<file path="config.mk">
export PLATFORM = sky130hd
export DESIGN_NAME = asq_sequencer
export DESIGN_NICKNAME = d
export VERILOG_FILES = /design/src/rtl/asq_pkg.sv /design/src/rtl/asq_sequencer.sv /design/src/rtl/asq_sect0_mem.sv
export SDC_FILE = /design/constraint.sdc
export NUM_CORES = 1
export LEC_CHECK = 0
export BUFFER_PORTS_ARGS = -buffer_cell sky130_fd_sc_hd__buf_4
export CORE_MARGIN = 2
export CORE_UTILIZATION = 62
export CTS_CLUSTER_SIZE = 16
export DETAILED_ROUTE_END_ITERATION = 8
export PLACE_DENSITY = 0.91
export SYNTH_ARGS = -nofsm -noshare
export SYNTH_HDL_FRONTEND = slang
export SYNTH_HIERARCHICAL = 1
export SYNTH_SLANG_ARGS = --single-unit
</file>
<file path="constraint.sdc">
create_clock -name clk_i -period 4.52 [get_ports clk_i]
set_input_delay 0.226 -clock clk_i [delete_from_list [all_inputs] [get_ports clk_i]]
set_output_delay 0.226 -clock clk_i [all_outputs]
set_load 0.01 [all_outputs]
</file>
<file path="src/rtl/asq_pkg.sv">
// constants for the acquisition sequencer and instruction decode block
// assumes a single 200 MHz clock and a host that writes registers as pins
// What this block does
// - wrap flag set: the executing instruction is last, instruction zero follows
// - halt flag on fetch: stop before execution and clear the start bit
// - a halt from the halt flag raises the halt interrupt
// - host writes start bit one to resume; device then continues executing
// - after soft reset fetch and decode instruction zero, wait for start
// - first execution of instruction zero after start ignores its halt flag
// - after wrap or eight instructions, instruction zero halt flag stops it
// - bits two to four pick the non-inverting analog input
// - bits five to seven pick inverting input; code zero selects ground
// - trigger-wait flag suspends after acquisition until trigger rising edge
// - after trigger edge, capture and start conversion on next clock edge
// - compare mode with trigger wait needs two edges, one per limit
// - delay-wait flag halts until the 16-bit down-timer reaches zero
// - resolution bit one selects 8+sign, zero selects 12+sign
// - compare flag one does two limit comparisons, else a conversion
// - this section is addressed when the section pointer equals zero
package asq_pkg;

  // ----------------------------------------------------------------
  // instruction section 0 field positions
  // ----------------------------------------------------------------
  localparam int WRAP_BIT     = 0;
  localparam int HALT_BIT     = 1;
  localparam int POS_LSB      = 2;
  localparam int NEG_LSB      = 5;
  localparam int TRIG_BIT     = 8;
  localparam int DELAY_BIT    = 9;
  localparam int RES_BIT      = 10;
  localparam int CMP_BIT      = 11;
  localparam int ACQ_LSB      = 12;

  // ----------------------------------------------------------------
  // sizes and pointer values
  // ----------------------------------------------------------------
  localparam int          NUM_INSTR   = 8;
  localparam logic [1:0]  SECT0_PTR   = 2'h0;
  localparam logic [2:0]  INSTR_ZERO  = 3'h0;
  localparam logic [2:0]  INSTR_LAST  = 3'h7;
  localparam logic [2:0]  NEG_GROUND  = 3'h0;
  localparam logic [15:0] SECT0_RESET = 16'h0000;
  localparam logic [15:0] TIMER_ZERO  = 16'h0000;

  // ----------------------------------------------------------------
  // sequencer states, one-hot
  // ----------------------------------------------------------------
  typedef enum logic [7:0] {
    ASQ_IDLE    = 8'h01,
    ASQ_FETCH   = 8'h02,
    ASQ_WSTART  = 8'h04,
    ASQ_ACQ     = 8'h08,
    ASQ_TRIG    = 8'h10,
    ASQ_CONV    = 8'h20,
    ASQ_DELAY   = 8'h40,
    ASQ_NEXT    = 8'h80
  } asq_state_t;

endpackage : asq_pkg

</file>
<file path="src/rtl/asq_sequencer.sv">
// sequencer control and decode of instruction section 0
// assumes host register strobes on the core clock; trigger pin is async
module asq_sequencer (
  input  wire logic        clk_i,
  input  wire logic        reset_i,
  // host register access
  input  wire logic        ram_we_i,
  input  wire logic        ram_re_i,
  input  wire logic [2:0]  ram_addr_i,
  input  wire logic [1:0]  ram_ptr_i,
  input  wire logic [15:0] ram_wdata_i,
  output logic      [15:0] ram_rdata_o,
  input  wire logic        start_set_i,
  input  wire logic        start_clr_i,
  input  wire logic        soft_reset_i,
  input  wire logic        trig_dir_i,
  output logic             start_o,
  output logic      [2:0]  exec_addr_o,
  output logic             halt_int_o,
  // external trigger and timing
  input  wire logic        trig_pin_i,
  input  wire logic        acq_done_i,
  input  wire logic        conv_done_i,
  input  wire logic [15:0] timer_i,
  // decoded controls
  output logic      [2:0]  pos_sel_o,
  output logic      [2:0]  neg_sel_o,
  output logic             neg_ground_o,
  output logic             res_8bit_o,
  output logic             cmp_mode_o,
  output logic      [3:0]  acq_time_o,
  output logic             acq_start_o,
  output logic             conv_start_o,
  output logic             limit_sel_o,
  output logic             timer_wait_o
);

  // ----------------------------------------------------------------
  // state and registers
  // ----------------------------------------------------------------
  asq_pkg::asq_state_t state_ff, nxt_state;
  logic [2:0]  pc_ff;
  logic [2:0]  nxt_pc;
  logic [15:0] instr_ff;
  logic        start_ff;
  logic        first_ff;
  logic        limit_ff;
  logic        int_ff;
  logic [2:0]  trig_sync_ff;
  logic        trig_seen_ff;
  logic [15:0] mem_rdata;
  logic [2:0]  mem_raddr;

  // ----------------------------------------------------------------
  // host access decode
  // ----------------------------------------------------------------
  // only section 0 is held here
  wire sect0_hit   = ram_ptr_i == asq_pkg::SECT0_PTR;
  wire mem_we      = ram_we_i & sect0_hit;
  wire host_read   = ram_re_i & sect0_hit;

  // read address: a section 0 host read wins when strobed, else the next program counter
  assign mem_raddr = host_read ? ram_addr_i : nxt_pc;

  asq_sect0_mem u_mem (
    .clk_i   (clk_i),
    .we_i    (mem_we),
    .waddr_i (ram_addr_i),
    .wdata_i (ram_wdata_i),
    .raddr_i (mem_raddr),
    .rdata_o (mem_rdata)
  );

  assign ram_rdata_o = mem_rdata;

  // ----------------------------------------------------------------
  // trigger pin synchroniser and edge detect
  // ----------------------------------------------------------------
  // input only when direction bit is zero
  wire trig_level  = trig_sync_ff[1] & trig_sync_ff[2];
  wire trig_rise   = trig_level & ~trig_seen_ff & ~trig_dir_i;

  // three flops, change counted once the last two agree
  always_ff @(posedge clk_i) begin
    if (reset_i) begin
      trig_sync_ff <= 3'h0;
      trig_seen_ff <= 1'b0;
    end else begin
      trig_sync_ff <= {trig_sync_ff[1:0], trig_pin_i};
      if (trig_sync_ff[1] == trig_sync_ff[2]) begin
        trig_seen_ff <= trig_sync_ff[2];
      end
    end
  end

  // ----------------------------------------------------------------
  // instruction field decode
  // ----------------------------------------------------------------
  wire f_wrap  = instr_ff[asq_pkg::WRAP_BIT];
  wire f_halt  = instr_ff[asq_pkg::HALT_BIT];
  wire f_trig  = instr_ff[asq_pkg::TRIG_BIT];
  wire f_delay = instr_ff[asq_pkg::DELAY_BIT];
  wire f_cmp   = instr_ff[asq_pkg::CMP_BIT];

  assign pos_sel_o    = instr_ff[asq_pkg::POS_LSB +: 3];
  assign neg_sel_o    = instr_ff[asq_pkg::NEG_LSB +: 3];
  assign neg_ground_o = neg_sel_o == asq_pkg::NEG_GROUND;
  assign res_8bit_o   = instr_ff[asq_pkg::RES_BIT];
  assign cmp_mode_o   = f_cmp;
  assign acq_time_o   = instr_ff[asq_pkg::ACQ_LSB +: 4];
  assign limit_sel_o  = limit_ff;
  assign start_o      = start_ff;
  assign exec_addr_o  = pc_ff;
  assign halt_int_o   = int_ff;
  assign timer_wait_o = state_ff == asq_pkg::ASQ_DELAY;

  // ----------------------------------------------------------------
  // sequencer conditions
  // ----------------------------------------------------------------
  // halt ignored on the first run of instruction zero
  wire halt_now    = f_halt & ~first_ff;
  wire timer_zero  = timer_i == asq_pkg::TIMER_ZERO;
  wire last_instr  = f_wrap | (pc_ff == asq_pkg::INSTR_LAST);
  // second limit pass still to come in compare mode
  wire more_cmp    = f_cmp & ~limit_ff;

  assign acq_start_o  = state_ff == asq_pkg::ASQ_ACQ;
  // capture and convert on the edge after the trigger
  assign conv_start_o = (state_ff == asq_pkg::ASQ_TRIG) & trig_rise;

  // ----------------------------------------------------------------
  // next state
  // ----------------------------------------------------------------
  always_comb begin
    nxt_state = state_ff;
    nxt_pc    = pc_ff;
    case (state_ff)
      asq_pkg::ASQ_IDLE: begin
        nxt_state = asq_pkg::ASQ_IDLE;
      end
      asq_pkg::ASQ_FETCH: begin
        nxt_state = asq_pkg::ASQ_WSTART;
      end
      asq_pkg::ASQ_WSTART: begin
        // wait for start, then honour halt unless first run
        if (start_ff && !halt_now) begin
          nxt_state = f_delay ? asq_pkg::ASQ_DELAY : asq_pkg::ASQ_ACQ;
        end
      end
      asq_pkg::ASQ_DELAY: begin
        if (timer_zero) begin
          nxt_state = asq_pkg::ASQ_NEXT;
        end
      end
      asq_pkg::ASQ_ACQ: begin
        if (acq_done_i) begin
          nxt_state = f_trig ? asq_pkg::ASQ_TRIG : asq_pkg::ASQ_CONV;
        end
      end
      asq_pkg::ASQ_TRIG: begin
        if (trig_rise) begin
          nxt_state = asq_pkg::ASQ_CONV;
        end
      end
      asq_pkg::ASQ_CONV: begin
        if (conv_done_i) begin
          // compare mode runs twice, each pass may wait a trigger
          if (more_cmp) begin
            nxt_state = f_trig ? asq_pkg::ASQ_TRIG : asq_pkg::ASQ_CONV;
          end else begin
            nxt_state = asq_pkg::ASQ_NEXT;
          end
        end
      end
      asq_pkg::ASQ_NEXT: begin
        // wrap or eighth instruction returns to zero
        nxt_pc    = last_instr ? asq_pkg::INSTR_ZERO : pc_ff + 3'h1;
        nxt_state = asq_pkg::ASQ_FETCH;
      end
      default: begin
        nxt_state = asq_pkg::ASQ_IDLE;
      end
    endcase
    if (soft_reset_i) begin
      nxt_pc    = asq_pkg::INSTR_ZERO;
      nxt_state = asq_pkg::ASQ_FETCH;
    end
  end

  // ----------------------------------------------------------------
  // state, program counter and instruction registers
  // ----------------------------------------------------------------
  always_ff @(posedge clk_i) begin
    if (reset_i) begin
      state_ff <= asq_pkg::ASQ_IDLE;
      pc_ff    <= asq_pkg::INSTR_ZERO;
      instr_ff <= asq_pkg::SECT0_RESET;
    end else begin
      state_ff <= nxt_state;
      pc_ff    <= nxt_pc;
      if (state_ff == asq_pkg::ASQ_FETCH) begin
        instr_ff <= mem_rdata;
      end
    end
  end

  // ----------------------------------------------------------------
  // first-run flag and compare pass
  // ----------------------------------------------------------------
  wire leave_wait = (state_ff == asq_pkg::ASQ_WSTART) & start_ff & ~halt_now;
  wire conv_end   = (state_ff == asq_pkg::ASQ_CONV) & conv_done_i;
  wire halt_hit   = (state_ff == asq_pkg::ASQ_WSTART) & start_ff & halt_now;

  always_ff @(posedge clk_i) begin
    if (reset_i) begin
      first_ff <= 1'b1;
      limit_ff <= 1'b0;
    end else begin
      // armed by soft reset or a halt, so a restart executes at once
      if (soft_reset_i || halt_hit) begin
        first_ff <= 1'b1;
      end else if (leave_wait) begin
        first_ff <= 1'b0;
      end
      if (conv_end) begin
        limit_ff <= more_cmp;
      end else if (state_ff == asq_pkg::ASQ_NEXT) begin
        limit_ff <= 1'b0;
      end
    end
  end

  // ----------------------------------------------------------------
  // start bit and halt interrupt
  // ----------------------------------------------------------------
  // host set wins over the hardware clear
  always_ff @(posedge clk_i) begin
    if (reset_i) begin
      start_ff <= 1'b0;
      int_ff   <= 1'b0;
    end else begin
      if (start_set_i) begin
        start_ff <= 1'b1;
      end else if (halt_hit || start_clr_i) begin
        start_ff <= 1'b0;
      end
      // halt event wins over the clear by restart
      if (halt_hit) begin
        int_ff <= 1'b1;
      end else if (start_set_i) begin
        int_ff <= 1'b0;
      end
    end
  end

endmodule : asq_sequencer

</file>
<file path="src/rtl/asq_sect0_mem.sv">
// eight-word store of instruction section 0, registered read port
// assumes writes arrive only while the sequencer is stopped
module asq_sect0_mem (
  input  wire logic        clk_i,
  input  wire logic        we_i,
  input  wire logic [2:0]  waddr_i,
  input  wire logic [15:0] wdata_i,
  input  wire logic [2:0]  raddr_i,
  output logic      [15:0] rdata_o
);

  logic [15:0] mem_ff [asq_pkg::NUM_INSTR];

  // write port and registered read
  always_ff @(posedge clk_i) begin
    if (we_i) begin
      mem_ff[waddr_i] <= wdata_i;
    end
    rdata_o <= mem_ff[raddr_i];
  end

endmodule : asq_sect0_mem

</file>
## Word level (Yosys, flattened, before mapping)

Memories as Yosys holds them, arrays and structs flattened. A register that Yosys moved wholly into a read port is not among the register bits.
Index checks and enable logic that the tools add are counted.

- $add $sub $neg: 1
- Multiply operators: 0
- Div/mod/pow operators: 0
- Magnitude comparators: 0
- Eq/ne operators: 19
- Shift-type cells: 0
- Mux-type cells: 22
- Bitwise logic cells: 18
- Reductions and logical operators: 14

Operator list:

| operator | count |
|---|---|
| case mux 8 bit (7 select lines) | 1 |
| 2-to-1 mux 8 bit | 6 |
| logical NOT 16 bit | 1 |
| bitwise AND 1 bit | 12 |
| 2-to-1 mux 3 bit | 4 |
| inequality test 3 bit, second input constant | 4 |
| AND reduction 5 bit | 2 |
| equality test 8 x 2 -> 1 bit, second input constant | 1 |
| equality test 8 x 3 -> 1 bit, second input constant | 1 |
| equality test 8 x 4 -> 1 bit, second input constant | 1 |
| equality test 8 x 5 -> 1 bit, second input constant | 1 |
| equality test 8 x 6 -> 1 bit, second input constant | 1 |
| equality test 8 x 7 -> 1 bit, second input constant | 1 |
| equality test 8 bit, second input constant | 1 |
| 2-to-1 mux 1 bit | 8 |
| inequality test 2 bit, second input constant | 4 |
| 2-to-1 mux 7 bit | 1 |
| 2-to-1 mux 6 bit | 1 |
| nonzero test 2 bit | 3 |
| inverter 1 bit | 5 |
| OR reduction 2 bit | 2 |
| adder 3 x 1 -> 3 bit, second input constant | 1 |
| equality test 3 bit, second input constant | 1 |
| logical NOT 3 bit | 1 |
| 9 further kinds | 10 |

- Register bits: 35
- Latch bits: 0
- RAM bits: 128
- Bits in read-only memories: 0
- Bits of input ports: 48
- Output and inout port bits: 38
- Logic and storage cells: 85
- Memories: 1

Memories:

| memory | words | bits a word | rd ports | clocked after memory_dff | wr ports | line | RTL |
|---|---|---|---|---|---|---|---|
| u_mem.mem_ff | 8 | 16 | 1 | 1 | 1 | asq_sect0_mem.sv:12 | `logic [15:0] mem_ff [asq_pkg::NUM_INSTR];` |

## Longest topological paths before layout

- Depth after elaboration: 7
- Gate-level depth with buffers: 10
- Mapped depth without buffers: 7

## Cells and area by module

Netlist, hierarchy kept.

By module, submodules not included:

| module | times used | cells an instance | area each (um^2) | sequential area each (um^2) |
|---|---|---|---|---|
| asq_sect0_mem | 1 | 214 | 5,293.8 | 4,164.0 |
| asq_sequencer | 1 | 208 | 1,734.2 | 700.7 |

## Worst setup path after synthesis

No wires, ideal clock.

- Kind: reg2reg
- Start point: register state_ff[3]
- End point: register u_mem.rdata_o[0], read port of u_mem.mem_ff
- Library setup time: 121 ps
- Arrival time: 2,509 ps
- Slack: 1,890 ps
- Cell stages (with the launch flop): 10
- Buffers on the path: 2
- Cell sequence: dfxtp_1 buf_6 nor4_4 nand2_2 nor4b_1 a21oi_1 o31ai_2 buf_1 mux4_2 mux2_2

- Cells in the longest elaborated chain, start to end: 4

RTL lines:

| item | line | RTL |
|---|---|---|
| start: declaration | asq_sequencer.sv:41 | `asq_pkg::asq_state_t state_ff, nxt_state;` |
| start signal: assignment | asq_sequencer.sv:195 | `state_ff <= asq_pkg::ASQ_IDLE;` |
| start signal: assignment | asq_sequencer.sv:199 | `state_ff <= nxt_state;` |
| equality test 8 bit | asq_sequencer.sv:137 | `case (state_ff)` |
| 2-to-1 mux 3 bit | asq_sequencer.sv:137 |  |
| 2-to-1 mux 3 bit | asq_sequencer.sv:184 | `if (soft_reset_i) begin` |
| 2-to-1 mux 3 bit | asq_sequencer.sv:63 | `assign mem_raddr = host_read ? ram_addr_i : nxt_pc;` |
| net mem_raddr[2] | asq_sequencer.sv:52 | `logic [2:0] mem_raddr;` |
| end: declaration | asq_sect0_mem.sv:9 | `output logic [15:0] rdata_o` |

The timed path passes the listed nets, and every way through them passes these cells.
A chain may end at the register's enable or synchronous reset.

## Worst setup path in the final report

- Start point: register state_ff[3]
- End point: register u_mem.rdata_o[2], read port of u_mem.mem_ff

The elaborated chain is that of the path after synthesis.

==> results.md <==
Outcome:
- The run finished with clean final reports.

Yosys:
- Each instance of the synthesized netlist takes up on average 16.7 um^2.
- During synthesis, Yosys emitted a total of 6 warnings.
- In the synthesized netlist the dominant register cell turns out to be edfxtp_1.
- The proportion of synthesized chip area in sequential cells is 69.2%.
- The total nets after synthesis is 473.
- The cell count after synthesis came out at 422.
- After synthesis, the largest area contributor takes up 54.7% of total cell area.
- Of all cell types, the one taking the most synthesized area is edfxtp_1.
- The post-synthesis async set-or-reset flop share is 0%.
- The area of the mapped netlist is 7030 um^2.
- The synthesized design contains 179 register bits.
- The number of synthesized flops with an enable pin is 128.
- By area the synthesized netlist is led by edfxtp_1 55%, dfxtp_1 15%, mux4_1 10%.
- The number of library cell types mapped by synthesis is 49.

Worst setup path:
- Traced cell by cell, the critical path runs through nor4_4 -> nand2_2 -> nor4_1 -> a21oi_1 -> o31ai_4 -> buf_4 -> mux4_1 -> mux2_2.
- The critical path capture point type is a flip-flop.
- The critical path in this run is classified as flip-flop to flip-flop.
- STA puts the critical path data required time at 4.82 ns.
- STA classifies the critical path startpoint as a flip-flop.
- The highest-delay cell along the critical path is mux4_1.
- In this run the worst path has a maximum fanout of 32.
- For this run, the slowest stage of the critical path takes 0.67 ns.
- The gate family responsible for the most delay along the worst path is multiplexers.
- Data on the critical path arrives at its endpoint at 3.51 ns.
- Counting both buffers and inverters, the worst setup path holds a total of 1.

Global routing:
- The initial antenna violation count is 0.
- The largest net degree at the start of global routing is 33.
- The via count of the first global-routing pass was 4221.
- For this run the aggregate overflow at the end of global routing stands at 0.
- The first global-routing pass estimated 23300 um of wire.
- The global-route usage over all layers is 25.3%.

Power:
- The peak supply drop is 0.000332 V.
- For this design the ratio of total power to cell area is 412 nW/um^2.
- The static leakage is 2.93 nW.

Place:
- The detailed-placement wirelength estimate is 8520 um.
- During placement, the flow inserted port buffers numbering 85.
- Before CTS, the worst setup slack after placement is 1.42 ns.
- The instance area after placement is 7720 um^2.
- The congestion estimate from routability-driven global placement came to 0.924.

Clock tree:
- The H-tree was split into 4 levels.
- The later-pin clock latency in the skew report is 0.42 ns.
- The quantity of gates resized following cts is 0.
- The CTS buffer count is 17.
- Clock tree synthesis found a total of 179 sinks.
- The number of buffers added to fix hold violations after cts is 0.
- The CTS tree is yes.
- In this run the deepest clock path goes through 2 buffers.
- Clock tree synthesis selected as its root buffer the cell clkbuf_16.
- Clock-pin slew was measured on the worst setup and hold paths at 0.07 ns.
- The post-CTS repair timing setup buffer count is 0.

Detailed routing:
- The final antenna-violating net count is 0.
- The detail-routed net length per standard cell is 22.3 um.
- The final layout contains routed wiring with a total length of 14600 um.
- For this block, the initial DRC count from the detailed router was 384.
- Dividing the detail-routed via count by the number of cells gives 6.28.
- After detailed routing, the number of remaining DRC violations is 0.
- The count of vias placed by the detailed router is 4112.
- The length of the first detailed-routing pass in iterations is 5.

Cells and area:
- In the layout the commonest cells are 128 x edfxtp_1, 90 x buf_4, 51 x dfxtp_1.
- In the final layout, the multi-input gates occupy 1990 um^2.
- The area taken by flip-flops and latches is 4860 um^2.
- Leaving out fill and tap cells, the most frequent cell in the layout is edfxtp_1.
- After routing the design area is 8350 um^2.
- The antenna diode count is 0.
- Of the cells placed in the final design, the portion with a size suffix greater than 1 is 30.9%.
- Counting the fill cells in the layout gives 583.
- The area growth from synthesis to layout is 18.8%.
- The net count of the finished layout is 553.

Timing:
- The final worst hold slack is 0.0156 ns.
- Counting I/O delays and the setup requirement, the final critical path takes 3.20 ns.
- The slew at the pin with the worst max-slew slack is 1.16 ns.
- The fmax is 312 MHz.
- The largest clock skew in the final design is 0.00717 ns.
- The worst setup margin is 1.32 ns.
- The final-report hold violation count is 0.
- The share of the clock period used by the worst path is 70.8%.
- Setup repair after global routing left no endpoint under its margin.
- The total negative slack for setup checks is 0 ns.
- The number of failing setup endpoints in the final timing report is 0.
- The final number of max-transition violations was 0.
- The worst pin sits at a relative slew slack of 22.4%.

Die:
- The die covers 12200 um^2.
- The number of placement rows is 38.
- The initial core utilization is 64.3%.
- The number of placed I/O pins is 86.
- From bottom edge to top edge, the die measures 110 um.
- The width of the chip is 110 um.
- The core region area is 10900 um^2.

Hold path:
- The type of the worst min-delay path is primary input to flip-flop.

Flow run:
- The count of maximum capacitance violations is 0.
cell families after synthesis:
| family | share of synthesized area [%] |
|---|---|
| adder cells (fa/ha/maj) | 0.534 |
| AND/OR/NAND/NOR | 8.96 |
| buffers and inverters | 3.29 |
| flip-flops | 69.2 |
| XOR/XNOR | 0.125 |
| multiplexers | 14.6 |
| AO/OA/AOI/OAI | 3.28 |
power by group:
part,switching [W],internal [W]
clock,0.000596,0.000899
sequential,0.0000160,0.00178
combinational,0.0000728,0.0000717
sequential cells by signal (all words and copies together) (netlist names), 3 cells and up:
name,count
instr_ff,16
u_mem/rdata_o,16
exec_addr_o,3
u_mem/mem_ff,128
trig_sync_ff,3
state_ff,8
cell type report:
cell class | instances | share of cell area, %
clock buffer | 23 | 6.43
clock inverter | 9 | 1.03
inverter | 5 | 0.225
timing repair buffer | 90 | 8.09
sequential | 179 | 58.3
multi-input combinational | 209 | 23.8
tap | 140 | 2.10
final timing paths:
| path | start | end | slack (ns) | cells after the start |
|---|---|---|---|---|
| worst min register to register | trig_sync_ff[0]$_SDFF_PP0_ | trig_sync_ff[1]$_SDFF_PP0_ | 0.44 | 1 |
| worst min-delay path | trig_pin_i | trig_sync_ff[0]$_SDFF_PP0_ | 0.02 | 2 |
| worst max register to register | state_ff[3]$_SDFFE_PP0P_ | u_mem/rdata_o[2]$_DFF_P_ | 1.32 | 8 |
| worst max-delay path | state_ff[3]$_SDFFE_PP0P_ | u_mem/rdata_o[2]$_DFF_P_ | 1.32 | 8 |
metal layers:
metal	wire (um)	track usage [%]	up-vias
met5	0	0	-
met4	224	9.67	0
met3	1160	7.68	19
met2	7590	41.7	226
met1	5630	32.0	2058
li1	-	-	1809
stage by stage:
stage          power, W  cells  utilization (%)
6_report        0.00344    655             76.3
5_1_grt         0.00353    655             76.3
4_1_cts         0.00346    655             76.3
3_5_place_dp    0.00198    623             70.6
3_3_place_gp    0.00197    623             70.6
2_1_floorplan   0.00190    422                -
synth_stat cells, types with 3 or more instances:
master / instances
nor2b_1: 6
clkbuf_1: 4
mux4_2: 4
mux2_2: 16
nand4_1: 7
buf_4: 10
o21ai_0: 4
nand2_1: 39
nor3_1: 6
edfxtp_1: 128
nand3_1: 7
nor2_1: 18
nor4_1: 5
inv_1: 5
dfxtp_1: 51
a21oi_1: 24
nand2b_1: 6
ha_1: 3
mux4_1: 28
buf_6: 8
buf_1: 4
nor4b_1: 5
Power figures use the tool's default switching activity.
